**src/hw/irq_pkg.sv**
```systemverilog
// Constants and types for the interrupt mask, flag and vectoring block
package irq_pkg;
  localparam int ADDR_W = 10;
  localparam int PC_W = 12;
  // Register indices; byte address is four times the index
  localparam logic [7:0] IDX_PIN_EN = 8'hE8;
  localparam logic [7:0] IDX_TMR_EN = 8'hEB;
  localparam logic [7:0] IDX_CONV_EN = 8'hEC;
  localparam logic [7:0] IDX_PIN_FLAG = 8'hED;
  localparam logic [7:0] IDX_TMR_FLAG = 8'hEF;
  localparam logic [7:0] IDX_CONV_FLAG = 8'hF0;
  localparam logic [7:0] IDX_CTRL = 8'hF4;
  localparam logic [7:0] IDX_EV_STAT = 8'hF5;
  localparam logic [7:0] IDX_EV_MASK = 8'hF6;
  // Field positions
  localparam int TMR_SLOW = 2;
  localparam int TMR_MID = 1;
  localparam int TMR_FAST = 0;
  localparam int CTRL_GIE = 0;
  localparam int EV_DISPATCH = 0;
  localparam int EV_WAKE = 1;
  // Reset values
  localparam logic [3:0] RST_NIBBLE = 4'h0;
  localparam logic [1:0] RST_EV = 2'h0;
  // Vectoring sequence
  localparam int VEC_CYCLES = 12;
  localparam logic [3:0] VEC_CNT_LAST = 4'(VEC_CYCLES - 1);
  localparam logic [3:0] VEC_CNT_LOAD = 4'(VEC_CYCLES - 2);
  localparam logic [3:0] VEC_CNT_PUSH = 4'h0;
  localparam logic [3:0] VEC_PAGE = 4'h1;
  localparam logic [7:0] VEC_MIN = 8'h01;
  localparam logic [7:0] VEC_MAX = 8'h07;

  typedef struct packed {
    logic conv;
    logic [2:0] timer;
    logic pin;
  } flags_s;

  typedef struct packed {
    logic hold;
    logic push;
    logic [PC_W-1:0] push_pc;
    logic load;
    logic [PC_W-1:0] load_pc;
  } cpu_vec_s;

  typedef enum logic [0:0] {ST_IDLE, ST_SEQ} seq_e;
endpackage

```
**src/hw/irq_ctrl.sv**
```systemverilog
// Interrupt mask, factor flag and vectoring block with APB registers
// Function
// RULE1: Suspend program, then push next PC to stack
// RULE2: Load PC with page 1 vector 01H-07H
// RULE3: Save plus vector load take 12 cycles
// RULE4: Four per-pin enable bits, 1 enables
// RULE5: Timer enables 2/8/32 Hz in D2..D0
// RULE6: Converter enable in D0, others read-only
// RULE7: One shared input pin flag in D0
// RULE8: Three timer factor flags in D2..D0
// RULE9: Converter factor flag in D0
// RULE10: Reading a flag register clears it
// RULE11: Unused bits read as zero
// RULE12: Masks and flags reset to zero
// RULE13: Request only if flag, mask, global enable
// RULE14: Taking interrupt clears global enable
// RULE15: Request while halted restarts CPU clock
// RULE16: Event during clearing read keeps flag set
module irq_ctrl (
  input wire logic pclk,
  input wire logic presetn,
  input wire logic [irq_pkg::ADDR_W-1:0] paddr,
  input wire logic psel,
  input wire logic penable,
  input wire logic pwrite,
  input wire logic [31:0] pwdata,
  output logic [31:0] prdata,
  output logic pready,
  output logic pslverr,
  input wire logic [3:0] input_port_pins,
  input wire logic [2:0] timer_ticks,
  input wire logic converter_done,
  input wire logic [irq_pkg::PC_W-1:0] cpu_pc,
  input wire logic cpu_set_ei,
  input wire logic cpu_set_di,
  input wire logic cpu_halt,
  output irq_pkg::cpu_vec_s cpu_vec,
  output logic cpu_irq_req,
  output logic cpu_clk_run,
  output logic irq
);

  function automatic logic hit(input logic [irq_pkg::ADDR_W-1:0] a,
                               input logic [7:0] idx);
    hit = (a[irq_pkg::ADDR_W-1:2] == idx) && (a[1:0] == 2'h0);
  endfunction

  logic [3:0] pin_meta_reg;
  logic [3:0] pin_sync_reg;
  logic [3:0] pin_prev_reg;
  logic [3:0] pin_en_reg;
  logic [2:0] tmr_en_reg;
  logic conv_en_reg;
  irq_pkg::flags_s flag_reg;
  logic gie_reg;
  logic [1:0] ev_stat_reg;
  logic [1:0] ev_mask_reg;
  logic pready_reg;
  logic pslverr_reg;
  logic [31:0] prdata_reg;
  irq_pkg::seq_e state_reg;
  logic [3:0] cnt_reg;
  irq_pkg::cpu_vec_s vec_reg;
  logic irq_req_reg;
  logic clk_run_reg;
  logic irq_reg;

  logic [3:0] rd_data;
  logic map_hit;
  logic done;
  logic wr_done;
  logic rd_done;
  logic [4:0] pending;
  logic any_pending;
  logic accept;
  logic [3:0] pin_rise;
  logic [2:0] vec_code;

  assign done = psel && penable && pready_reg;
  assign wr_done = done && pwrite;
  assign rd_done = done && !pwrite;
  assign pin_rise = pin_sync_reg & ~pin_prev_reg;

  // Pins are asynchronous; the edge detector reads only the second and third stages
  always_ff @(posedge pclk or negedge presetn) begin
    if (!presetn) begin
      pin_meta_reg <= irq_pkg::RST_NIBBLE;
      pin_sync_reg <= irq_pkg::RST_NIBBLE;
      pin_prev_reg <= irq_pkg::RST_NIBBLE;
    end else begin
      pin_meta_reg <= input_port_pins;
      pin_sync_reg <= pin_meta_reg;
      pin_prev_reg <= pin_sync_reg;
    end
  end

  // Unmasked requests per source
  assign pending = {flag_reg.conv & conv_en_reg,
                    flag_reg.timer & tmr_en_reg,
                    flag_reg.pin & (|pin_en_reg)};
  assign any_pending = |pending;
  assign accept = irq_req_reg && gie_reg && (state_reg == irq_pkg::ST_IDLE);
  assign vec_code = {|pending[3:1], pending[4], pending[0]};

  // Read mux; only defined bits are driven, the rest stay zero
  always_comb begin
    rd_data = 4'h0;
    map_hit = 1'b1;
    if (hit(paddr, irq_pkg::IDX_PIN_EN)) begin
      rd_data = pin_en_reg; // [RULE4]
    end else if (hit(paddr, irq_pkg::IDX_TMR_EN)) begin
      rd_data = {1'b0, tmr_en_reg}; // [RULE5] [RULE11]
    end else if (hit(paddr, irq_pkg::IDX_CONV_EN)) begin
      rd_data = {3'h0, conv_en_reg}; // [RULE6] [RULE11]
    end else if (hit(paddr, irq_pkg::IDX_PIN_FLAG)) begin
      rd_data = {3'h0, flag_reg.pin}; // [RULE7] [RULE11]
    end else if (hit(paddr, irq_pkg::IDX_TMR_FLAG)) begin
      rd_data = {1'b0, flag_reg.timer}; // [RULE8] [RULE11]
    end else if (hit(paddr, irq_pkg::IDX_CONV_FLAG)) begin
      rd_data = {3'h0, flag_reg.conv}; // [RULE9] [RULE11]
    end else if (hit(paddr, irq_pkg::IDX_CTRL)) begin
      rd_data = {3'h0, gie_reg};
    end else if (hit(paddr, irq_pkg::IDX_EV_STAT)) begin
      rd_data = {2'h0, ev_stat_reg};
    end else if (hit(paddr, irq_pkg::IDX_EV_MASK)) begin
      rd_data = {2'h0, ev_mask_reg};
    end else begin
      map_hit = 1'b0;
    end
  end

  // APB slave with one wait state
  always_ff @(posedge pclk or negedge presetn) begin
    if (!presetn) begin
      pready_reg <= 1'b0;
      pslverr_reg <= 1'b0;
      prdata_reg <= 32'h0000_0000;
    end else if (done) begin
      pready_reg <= 1'b0;
      pslverr_reg <= 1'b0;
      prdata_reg <= 32'h0000_0000;
    end else if (psel && penable) begin
      pready_reg <= 1'b1;
      pslverr_reg <= !map_hit;
      prdata_reg <= pwrite ? 32'h0000_0000 : {28'h0000000, rd_data};
    end
  end

  // Mask registers; writes to read-only positions are dropped
  always_ff @(posedge pclk or negedge presetn) begin
    if (!presetn) begin
      pin_en_reg <= irq_pkg::RST_NIBBLE; // [RULE12]
      tmr_en_reg <= irq_pkg::RST_NIBBLE[2:0]; // [RULE12]
      conv_en_reg <= 1'b0; // [RULE12]
      ev_mask_reg <= irq_pkg::RST_EV;
    end else if (wr_done) begin
      if (hit(paddr, irq_pkg::IDX_PIN_EN)) begin
        pin_en_reg <= pwdata[3:0]; // [RULE4]
      end
      if (hit(paddr, irq_pkg::IDX_TMR_EN)) begin
        tmr_en_reg <= pwdata[2:0]; // [RULE5]
      end
      if (hit(paddr, irq_pkg::IDX_CONV_EN)) begin
        conv_en_reg <= pwdata[0]; // [RULE6]
      end
      if (hit(paddr, irq_pkg::IDX_EV_MASK)) begin
        ev_mask_reg <= pwdata[1:0];
      end
    end
  end

  // Factor flags. Only the bits returned by the read are cleared, so an
  // event landing between data capture and the clearing edge survives.
  always_ff @(posedge pclk or negedge presetn) begin
    if (!presetn) begin
      flag_reg <= '0; // [RULE12]
    end else begin
      if (rd_done && hit(paddr, irq_pkg::IDX_PIN_FLAG) && prdata_reg[0]) begin
        flag_reg.pin <= |(pin_rise & pin_en_reg); // [RULE10] [RULE16]
      end else if (|(pin_rise & pin_en_reg)) begin
        flag_reg.pin <= 1'b1;
      end
      if (rd_done && hit(paddr, irq_pkg::IDX_TMR_FLAG)) begin
        flag_reg.timer <= (flag_reg.timer & ~prdata_reg[2:0])
                          | timer_ticks; // [RULE10] [RULE16]
      end else begin
        flag_reg.timer <= flag_reg.timer | timer_ticks;
      end
      if (rd_done && hit(paddr, irq_pkg::IDX_CONV_FLAG) && prdata_reg[0]) begin
        flag_reg.conv <= converter_done; // [RULE10] [RULE16]
      end else if (converter_done) begin
        flag_reg.conv <= 1'b1;
      end
    end
  end

  // Global enable; the dispatch clear beats a same-cycle enable
  always_ff @(posedge pclk or negedge presetn) begin
    if (!presetn) begin
      gie_reg <= 1'b0;
    end else if (accept) begin
      gie_reg <= 1'b0; // [RULE14]
    end else if (cpu_set_di) begin
      gie_reg <= 1'b0;
    end else if (cpu_set_ei) begin
      gie_reg <= 1'b1;
    end else if (wr_done && hit(paddr, irq_pkg::IDX_CTRL)) begin
      gie_reg <= pwdata[irq_pkg::CTRL_GIE];
    end
  end

  // Request to the core
  always_ff @(posedge pclk or negedge presetn) begin
    if (!presetn) begin
      irq_req_reg <= 1'b0;
    end else begin
      irq_req_reg <= any_pending && gie_reg && !accept
                     && (state_reg == irq_pkg::ST_IDLE); // [RULE13]
    end
  end

  // Vectoring sequence: hold the core, push return PC, load vector
  always_ff @(posedge pclk or negedge presetn) begin
    if (!presetn) begin
      state_reg <= irq_pkg::ST_IDLE;
      cnt_reg <= 4'h0;
      vec_reg <= '0;
    end else begin
      vec_reg.push <= 1'b0;
      vec_reg.load <= 1'b0;
      unique case (state_reg)
        irq_pkg::ST_IDLE: begin
          if (accept) begin
            state_reg <= irq_pkg::ST_SEQ;
            cnt_reg <= 4'h0;
            vec_reg.hold <= 1'b1; // [RULE1]
            vec_reg.push_pc <= cpu_pc;
            vec_reg.load_pc <= {irq_pkg::VEC_PAGE, 5'h00, vec_code}; // [RULE2]
          end
        end
        irq_pkg::ST_SEQ: begin
          cnt_reg <= cnt_reg + 4'h1;
          if (cnt_reg == irq_pkg::VEC_CNT_PUSH) begin
            vec_reg.push <= 1'b1; // [RULE1]
          end
          if (cnt_reg == irq_pkg::VEC_CNT_LOAD) begin
            vec_reg.load <= 1'b1; // [RULE2]
          end
          if (cnt_reg == irq_pkg::VEC_CNT_LAST) begin
            state_reg <= irq_pkg::ST_IDLE; // [RULE3]
            vec_reg.hold <= 1'b0;
          end
        end
      endcase
    end
  end

  // Halt: clock stops on the halt command, any unmasked request wakes it
  always_ff @(posedge pclk or negedge presetn) begin
    if (!presetn) begin
      clk_run_reg <= 1'b1;
    end else if (any_pending) begin
      clk_run_reg <= 1'b1; // [RULE15]
    end else if (cpu_halt) begin
      clk_run_reg <= 1'b0;
    end
  end

  // Block event status, read to clear, set wins
  always_ff @(posedge pclk or negedge presetn) begin
    if (!presetn) begin
      ev_stat_reg <= irq_pkg::RST_EV;
      irq_reg <= 1'b0;
    end else begin
      if (rd_done && hit(paddr, irq_pkg::IDX_EV_STAT)) begin
        ev_stat_reg <= (ev_stat_reg & ~prdata_reg[1:0])
                       | {!clk_run_reg && any_pending, accept};
      end else begin
        ev_stat_reg <= ev_stat_reg | {!clk_run_reg && any_pending, accept};
      end
      irq_reg <= |(ev_stat_reg & ev_mask_reg);
    end
  end

  assign prdata = prdata_reg;
  assign pready = pready_reg;
  assign pslverr = pslverr_reg;
  assign cpu_vec = vec_reg;
  assign cpu_irq_req = irq_req_reg;
  assign cpu_clk_run = clk_run_reg;
  assign irq = irq_reg;

  AST_SEQ_LEN: assert property (@(posedge pclk) disable iff (!presetn) // [RULE3]
    $rose(vec_reg.hold) |-> ##10 vec_reg.hold ##1 (vec_reg.load && vec_reg.hold)
      ##1 !vec_reg.hold)
    else $error("vector sequence not 12 cycles");

  AST_PUSH_FIRST: assert property (@(posedge pclk) disable iff (!presetn) // [RULE1]
    $rose(vec_reg.hold) |-> !vec_reg.push ##1
      (vec_reg.push && vec_reg.push_pc == $past(cpu_pc, 2)))
    else $error("return address not pushed after suspend");

  AST_VEC_RANGE: assert property (@(posedge pclk) disable iff (!presetn) // [RULE2]
    vec_reg.load |-> (vec_reg.load_pc[11:8] == irq_pkg::VEC_PAGE)
      && (vec_reg.load_pc[7:0] >= irq_pkg::VEC_MIN)
      && (vec_reg.load_pc[7:0] <= irq_pkg::VEC_MAX))
    else $error("vector outside page 1 range");

  AST_GIE_CLR: assert property (@(posedge pclk) disable iff (!presetn) // [RULE14]
    $rose(vec_reg.hold) |-> !gie_reg)
    else $error("global enable not cleared on dispatch");

  AST_REQ_COND: assert property (@(posedge pclk) disable iff (!presetn) // [RULE13]
    irq_req_reg |-> $past(gie_reg) && $past(any_pending))
    else $error("request without flag, mask and enable");

  AST_READ_CLR: assert property (@(posedge pclk) disable iff (!presetn) // [RULE10]
    rd_done && hit(paddr, irq_pkg::IDX_CONV_FLAG) && prdata_reg[0]
      && !converter_done |=> !flag_reg.conv)
    else $error("flag not cleared by read");

  AST_SET_WINS: assert property (@(posedge pclk) disable iff (!presetn) // [RULE16]
    timer_ticks[irq_pkg::TMR_FAST] |=> flag_reg.timer[irq_pkg::TMR_FAST])
    else $error("timer event lost");

  AST_RSV_ZERO: assert property (@(posedge pclk) disable iff (!presetn) // [RULE11]
    pready_reg |-> (prdata_reg[31:4] == 28'h0000000)
      && (!hit(paddr, irq_pkg::IDX_TMR_FLAG) || !prdata_reg[3]))
    else $error("unused bits not zero");

  AST_PIN_EN_WR: assert property (@(posedge pclk) disable iff (!presetn) // [RULE4]
    wr_done && hit(paddr, irq_pkg::IDX_PIN_EN) |=> pin_en_reg == $past(pwdata[3:0]))
    else $error("pin enable write lost");

  AST_WAKE: assert property (@(posedge pclk) disable iff (!presetn) // [RULE15]
    !clk_run_reg && any_pending |=> clk_run_reg)
    else $error("halt not released by request");

  AST_TMR_EN_WR: assert property (@(posedge pclk) disable iff (!presetn) // [RULE5]
    wr_done && hit(paddr, irq_pkg::IDX_TMR_EN) |=> tmr_en_reg == $past(pwdata[2:0]))
    else $error("timer enable write lost");

  AST_CONV_EN_WR: assert property (@(posedge pclk) disable iff (!presetn) // [RULE6]
    wr_done && hit(paddr, irq_pkg::IDX_CONV_EN) |=> conv_en_reg == $past(pwdata[0]))
    else $error("converter enable write lost");

  AST_PIN_CLR: assert property (@(posedge pclk) disable iff (!presetn) // [RULE10]
    rd_done && hit(paddr, irq_pkg::IDX_PIN_FLAG) && prdata_reg[0]
      && !(|(pin_rise & pin_en_reg)) |=> !flag_reg.pin)
    else $error("pin flag not cleared by read");

  // Flags ignore bus writes; only events and clearing reads change them
  AST_FLAG_RO: assert property (@(posedge pclk) disable iff (!presetn) // [RULE10]
    wr_done && hit(paddr, irq_pkg::IDX_TMR_FLAG) && (timer_ticks == 3'h0)
      |=> $stable(flag_reg.timer))
    else $error("timer flags changed by write");

  AST_NO_REQ_IN_SEQ: assert property (@(posedge pclk) disable iff (!presetn) // [RULE14]
    vec_reg.hold |-> !irq_req_reg)
    else $error("request raised during vectoring");

  AST_VEC_STABLE: assert property (@(posedge pclk) disable iff (!presetn) // [RULE2]
    !accept |=> $stable(vec_reg.load_pc) && $stable(vec_reg.push_pc))
    else $error("vector addresses changed without dispatch");

  COV_DISPATCH: cover property (@(posedge pclk) disable iff (!presetn)
    accept ##12 vec_reg.load);
  COV_CLEAR_RACE: cover property (@(posedge pclk) disable iff (!presetn)
    rd_done && hit(paddr, irq_pkg::IDX_TMR_FLAG) && ((prdata_reg[2:0] & timer_ticks) != 3'h0));
  COV_WAKE: cover property (@(posedge pclk) disable iff (!presetn)
    !clk_run_reg ##1 clk_run_reg);
  COV_READ_CLR: cover property (@(posedge pclk) disable iff (!presetn)
    rd_done && hit(paddr, irq_pkg::IDX_TMR_FLAG) && (prdata_reg[2:0] != 3'h0));
  COV_SLVERR: cover property (@(posedge pclk) disable iff (!presetn)
    pready_reg && pslverr_reg);

endmodule

```
**config.mk**
```make
export PLATFORM = sky130hd
export DESIGN_NAME = irq_ctrl
export DESIGN_NICKNAME = d
export VERILOG_FILES = /design/src/hw/irq_pkg.sv /design/src/hw/irq_ctrl.sv
export SDC_FILE = /design/constraint.sdc
export NUM_CORES = 1
export LEC_CHECK = 0
export BUFFER_PORTS_ARGS = -buffer_cell sky130_fd_sc_hd__buf_2
export CAP_MARGIN = 20
export CORE_MARGIN = 2
export CORE_UTILIZATION = 40
export DETAILED_ROUTE_END_ITERATION = 7
export GPL_ROUTABILITY_DRIVEN = 0
export PLACE_DENSITY = 0.72
export SLEW_MARGIN = 0
export SYNTH_ARGS = -nofsm -noshare
export SYNTH_HDL_FRONTEND = slang
export SYNTH_SLANG_ARGS = --single-unit
```
**constraint.sdc**
```tcl
create_clock -name pclk -period 1.6 [get_ports pclk]
set_clock_uncertainty 0.2 [all_clocks]
set_input_delay 0.4 -clock pclk [delete_from_list [all_inputs] [get_ports pclk]]
set_output_delay 0.4 -clock pclk [all_outputs]
set_load 0.05 [all_outputs]
```
==> impl_metrics.json <==
{
  "status": "complete, but fails checks",
  "violations": "negative setup slack",
  "finalMaxSlewViolations": 0,
  "min_period_ns": 1.62,
  "ys_seq_elements": 63,
  "dieArea_um2": 8290,
  "routed_wl_um": 6650,
  "die_y_um": 91.0,
  "ys_seq_area_frac": 0.521,
  "cts_buffers": 9,
  "ys_types": 49,
  "synth_ff_type": "dfrtp_1",
  "drtPass1Iterations": 4,
  "port_buffers": 69,
  "fp-row-count": 31,
  "synth-async-reset-ratio": 1.00,
  "grt_max_degree": 46,
  "clkLatencyLatePin_ns": 0.34,
  "irDropWorstVdd_v": 0.000696,
  "grt_setup_unrepaired": "yes",
  "grt_pass1_vias": 2344,
  "syn_inst": 267,
  "synth_area_per_cell_um2": 11.3,
  "p_per_area_nw_per_um2": 971,
  "worstPathRequired_ns": 1.00,
  "worstPathArrival_ns": 1.02,
  "syn_area_um2": 3030,
  "io_pins": 134,
  "overflow": 0,
  "path_buf_inv": 2,
  "wl_per_cell_um": 13.6,
  "hold_viol": 0,
  "layout_common_cells": "62 x buf_2, 59 x dfrtp_1, 39 x buf_4",
  "finalCritPeriodShare": 1.01,
  "cts_tree": "yes",
  "synth_edf_count": 0,
  "die_x_um": 91.0,
  "final_cells": 489,
  "cpPeakStageDelay_ns": 0.41,
  "hold_ws_ns": 0.0394,
  "hpwlAfterDp_um": 4920,
  "nNetsFinal": 458,
  "vias_per_cell": 4.87,
  "worst_path_max_delay_cell": "dfrtp_2",
  "core_um2": 7290,
  "fmax_ghz": 0.616,
  "critPathLaunchType": "flip-flop",
  "cellLeakagePower_nw": 1.98,
  "crit_chain": "buf_6 > buf_8",
  "p_total_mw": 3.91,
  "root_buffer": "clkbuf_8",
  "antennaDiodeCount": 0,
  "cts_max_path_buffers": 2,
  "numClockSinks": 63,
  "grt_pass1_wl_um": 10900,
  "clk_pin_slew_worst_paths_ns": 0.07,
  "largest_register_ff_count": 19,
  "antenna_found_initial": 0,
  "critPathTopFamily": "flip-flops",
  "drc": 0,
  "ant_nets": 0,
  "drt_iter0_markers": 178,
  "min_path_type": "primary input to flip-flop",
  "track_usage": 0.166,
  "setup_violations": 6,
  "start_util": 0.416,
  "area_growth_pct": 32.9,
  "drv_cap": 0,
  "critPathKind": "flip-flop to primary output",
  "vias": 2379,
  "end_kind": "primary output",
  "synth_warnings": 0,
  "cts_max_level": 3,
  "setup_ws_ns": -0.0225,
  "drive_above_1_share": 0.438,
  "critPathMaxFanout": 5,
  "final_common_cell": "buf_2",
  "dpl.cell_count": 464
}
## power by group
part	leakage [nW]	internal, mW	switching, mW	total, mW
Clock	0.0904	0.716	0.579	1.29
Combinational	1.12	0.286	0.590	0.876
Sequential	0.773	1.68	0.0575	1.74
## path summary, 6_finish.rpt
path | from | to | slack, ns | depth (start not counted)
max in group asynchronous | presetn | cpu_clk_run$_DFFE_PN1P_ | 0.52 | 3
setup reg to reg | pready$_DFFE_PN0P_ | gie_reg$_DFFE_PN0P_ | -0.02 | 6
setup / recovery | pready$_DFFE_PN0P_ | pready | -0.02 | 2
min in group asynchronous | presetn | cpu_vec[23]$_DFFE_PN0P_ | 0.20 | 2
hold / removal | cpu_halt | cpu_clk_run$_DFFE_PN1P_ | 0.04 | 2
hold reg to reg | pin_meta_reg[2]$_DFF_PN0_ | pin_sync_reg[2]$_DFF_PN0_ | 0.15 | 0
## synthesized netlist by cell type (2+ instances only)
cell type | n | area, um2
dfrtp_1 | 62 | 1550
buf_4 | 37 | 278
nand2_1 | 25 | 93.8
mux2_2 | 19 | 214
o21ai_0 | 17 | 85.1
nand3_1 | 11 | 55.1
nor2_1 | 11 | 41.3
inv_1 | 8 | 30.0
nand4_1 | 8 | 50.1
a21o_1 | 4 | 30.0
a31oi_1 | 4 | 25.0
a22o_1 | 3 | 26.3
and2b_1 | 3 | 22.5
ha_1 | 3 | 37.5
mux2_4 | 3 | 45.0
mux2i_1 | 3 | 30.0
nor3_1 | 3 | 15.0
o41ai_1 | 3 | 26.3
a211oi_1 | 2 | 15.0
and3_1 | 2 | 12.5
and4b_1 | 2 | 20.0
buf_2 | 2 | 10.0
buf_6 | 2 | 22.5
nand2b_1 | 2 | 12.5
nand3b_1 | 2 | 15.0
nor4b_1 | 2 | 17.5
o22ai_1 | 2 | 12.5
## per-layer routing
metal  GRT usage  vias to the layer above  part of all wire
li1            -                     1114                 -
met1       0.205                     1146              0.41
met2       0.272                      111              0.50
met3      0.0614                        8             0.083
met4      0.0467                        0             0.011
met5           0                        -                 0
## cell type report
| class | instances | area (um2) |
|---|---|---|
| clock buffers | 12 | 135 |
| clock inverters | 4 | 47.5 |
| fillers | 617 | 3260 |
| inverters | 8 | 32.5 |
| multi-input cells | 189 | 1340 |
| flip-flops and latches | 63 | 1580 |
| well taps | 99 | 124 |
| repair buffers | 114 | 764 |
## kinds of logic after synthesis
| kind of cell | synth area share |
|---|---|
| flops | 0.521 |
| xor+xnor | 0.00289 |
| compound gates | 0.0925 |
| mux | 0.0954 |
| fa+ha+maj | 0.0124 |
| buf+inv | 0.114 |
| simple gates | 0.161 |
| other cells | 0.00124 |
## worst reg2reg max path, cell delays in order, from the launching register on
cell	delay (ns)
dfrtp_2	0.37
nand4_1	0.10
buf_6	0.15
inv_4	0.06
nand2_4	0.05
or4_1	0.39
and4b_1	0.18
## through the flow
| stage | cell area [um2] | utilization | setup WS, ns | TNS, ns |
|---|---|---|---|---|
| finish | 4030 | 0.552 | -0.0225 | -0.0980 |
| global route | 4030 | 0.552 | -0.0680 | -0.355 |
| floorplan | 3190 | - | -0.226 | -1.69 |
| CTS | 3950 | 0.542 | -0.0522 | -0.0927 |
| global placement | 3630 | 0.498 | -0.336 | -5.35 |
| detailed placement | 3630 | 0.498 | -0.386 | -5.56 |
## repair_timing
action | CTS | global route
endpoints found under the setup margin | 23 | 21
hold buffers | 5 | 0
resized for setup | 23 | 16
pin swaps | 3 | 7
hold endpoints to repair | 66 | 0
setup buffers | 3 | 1
Note: power is estimated with default switching activity, not from simulation.
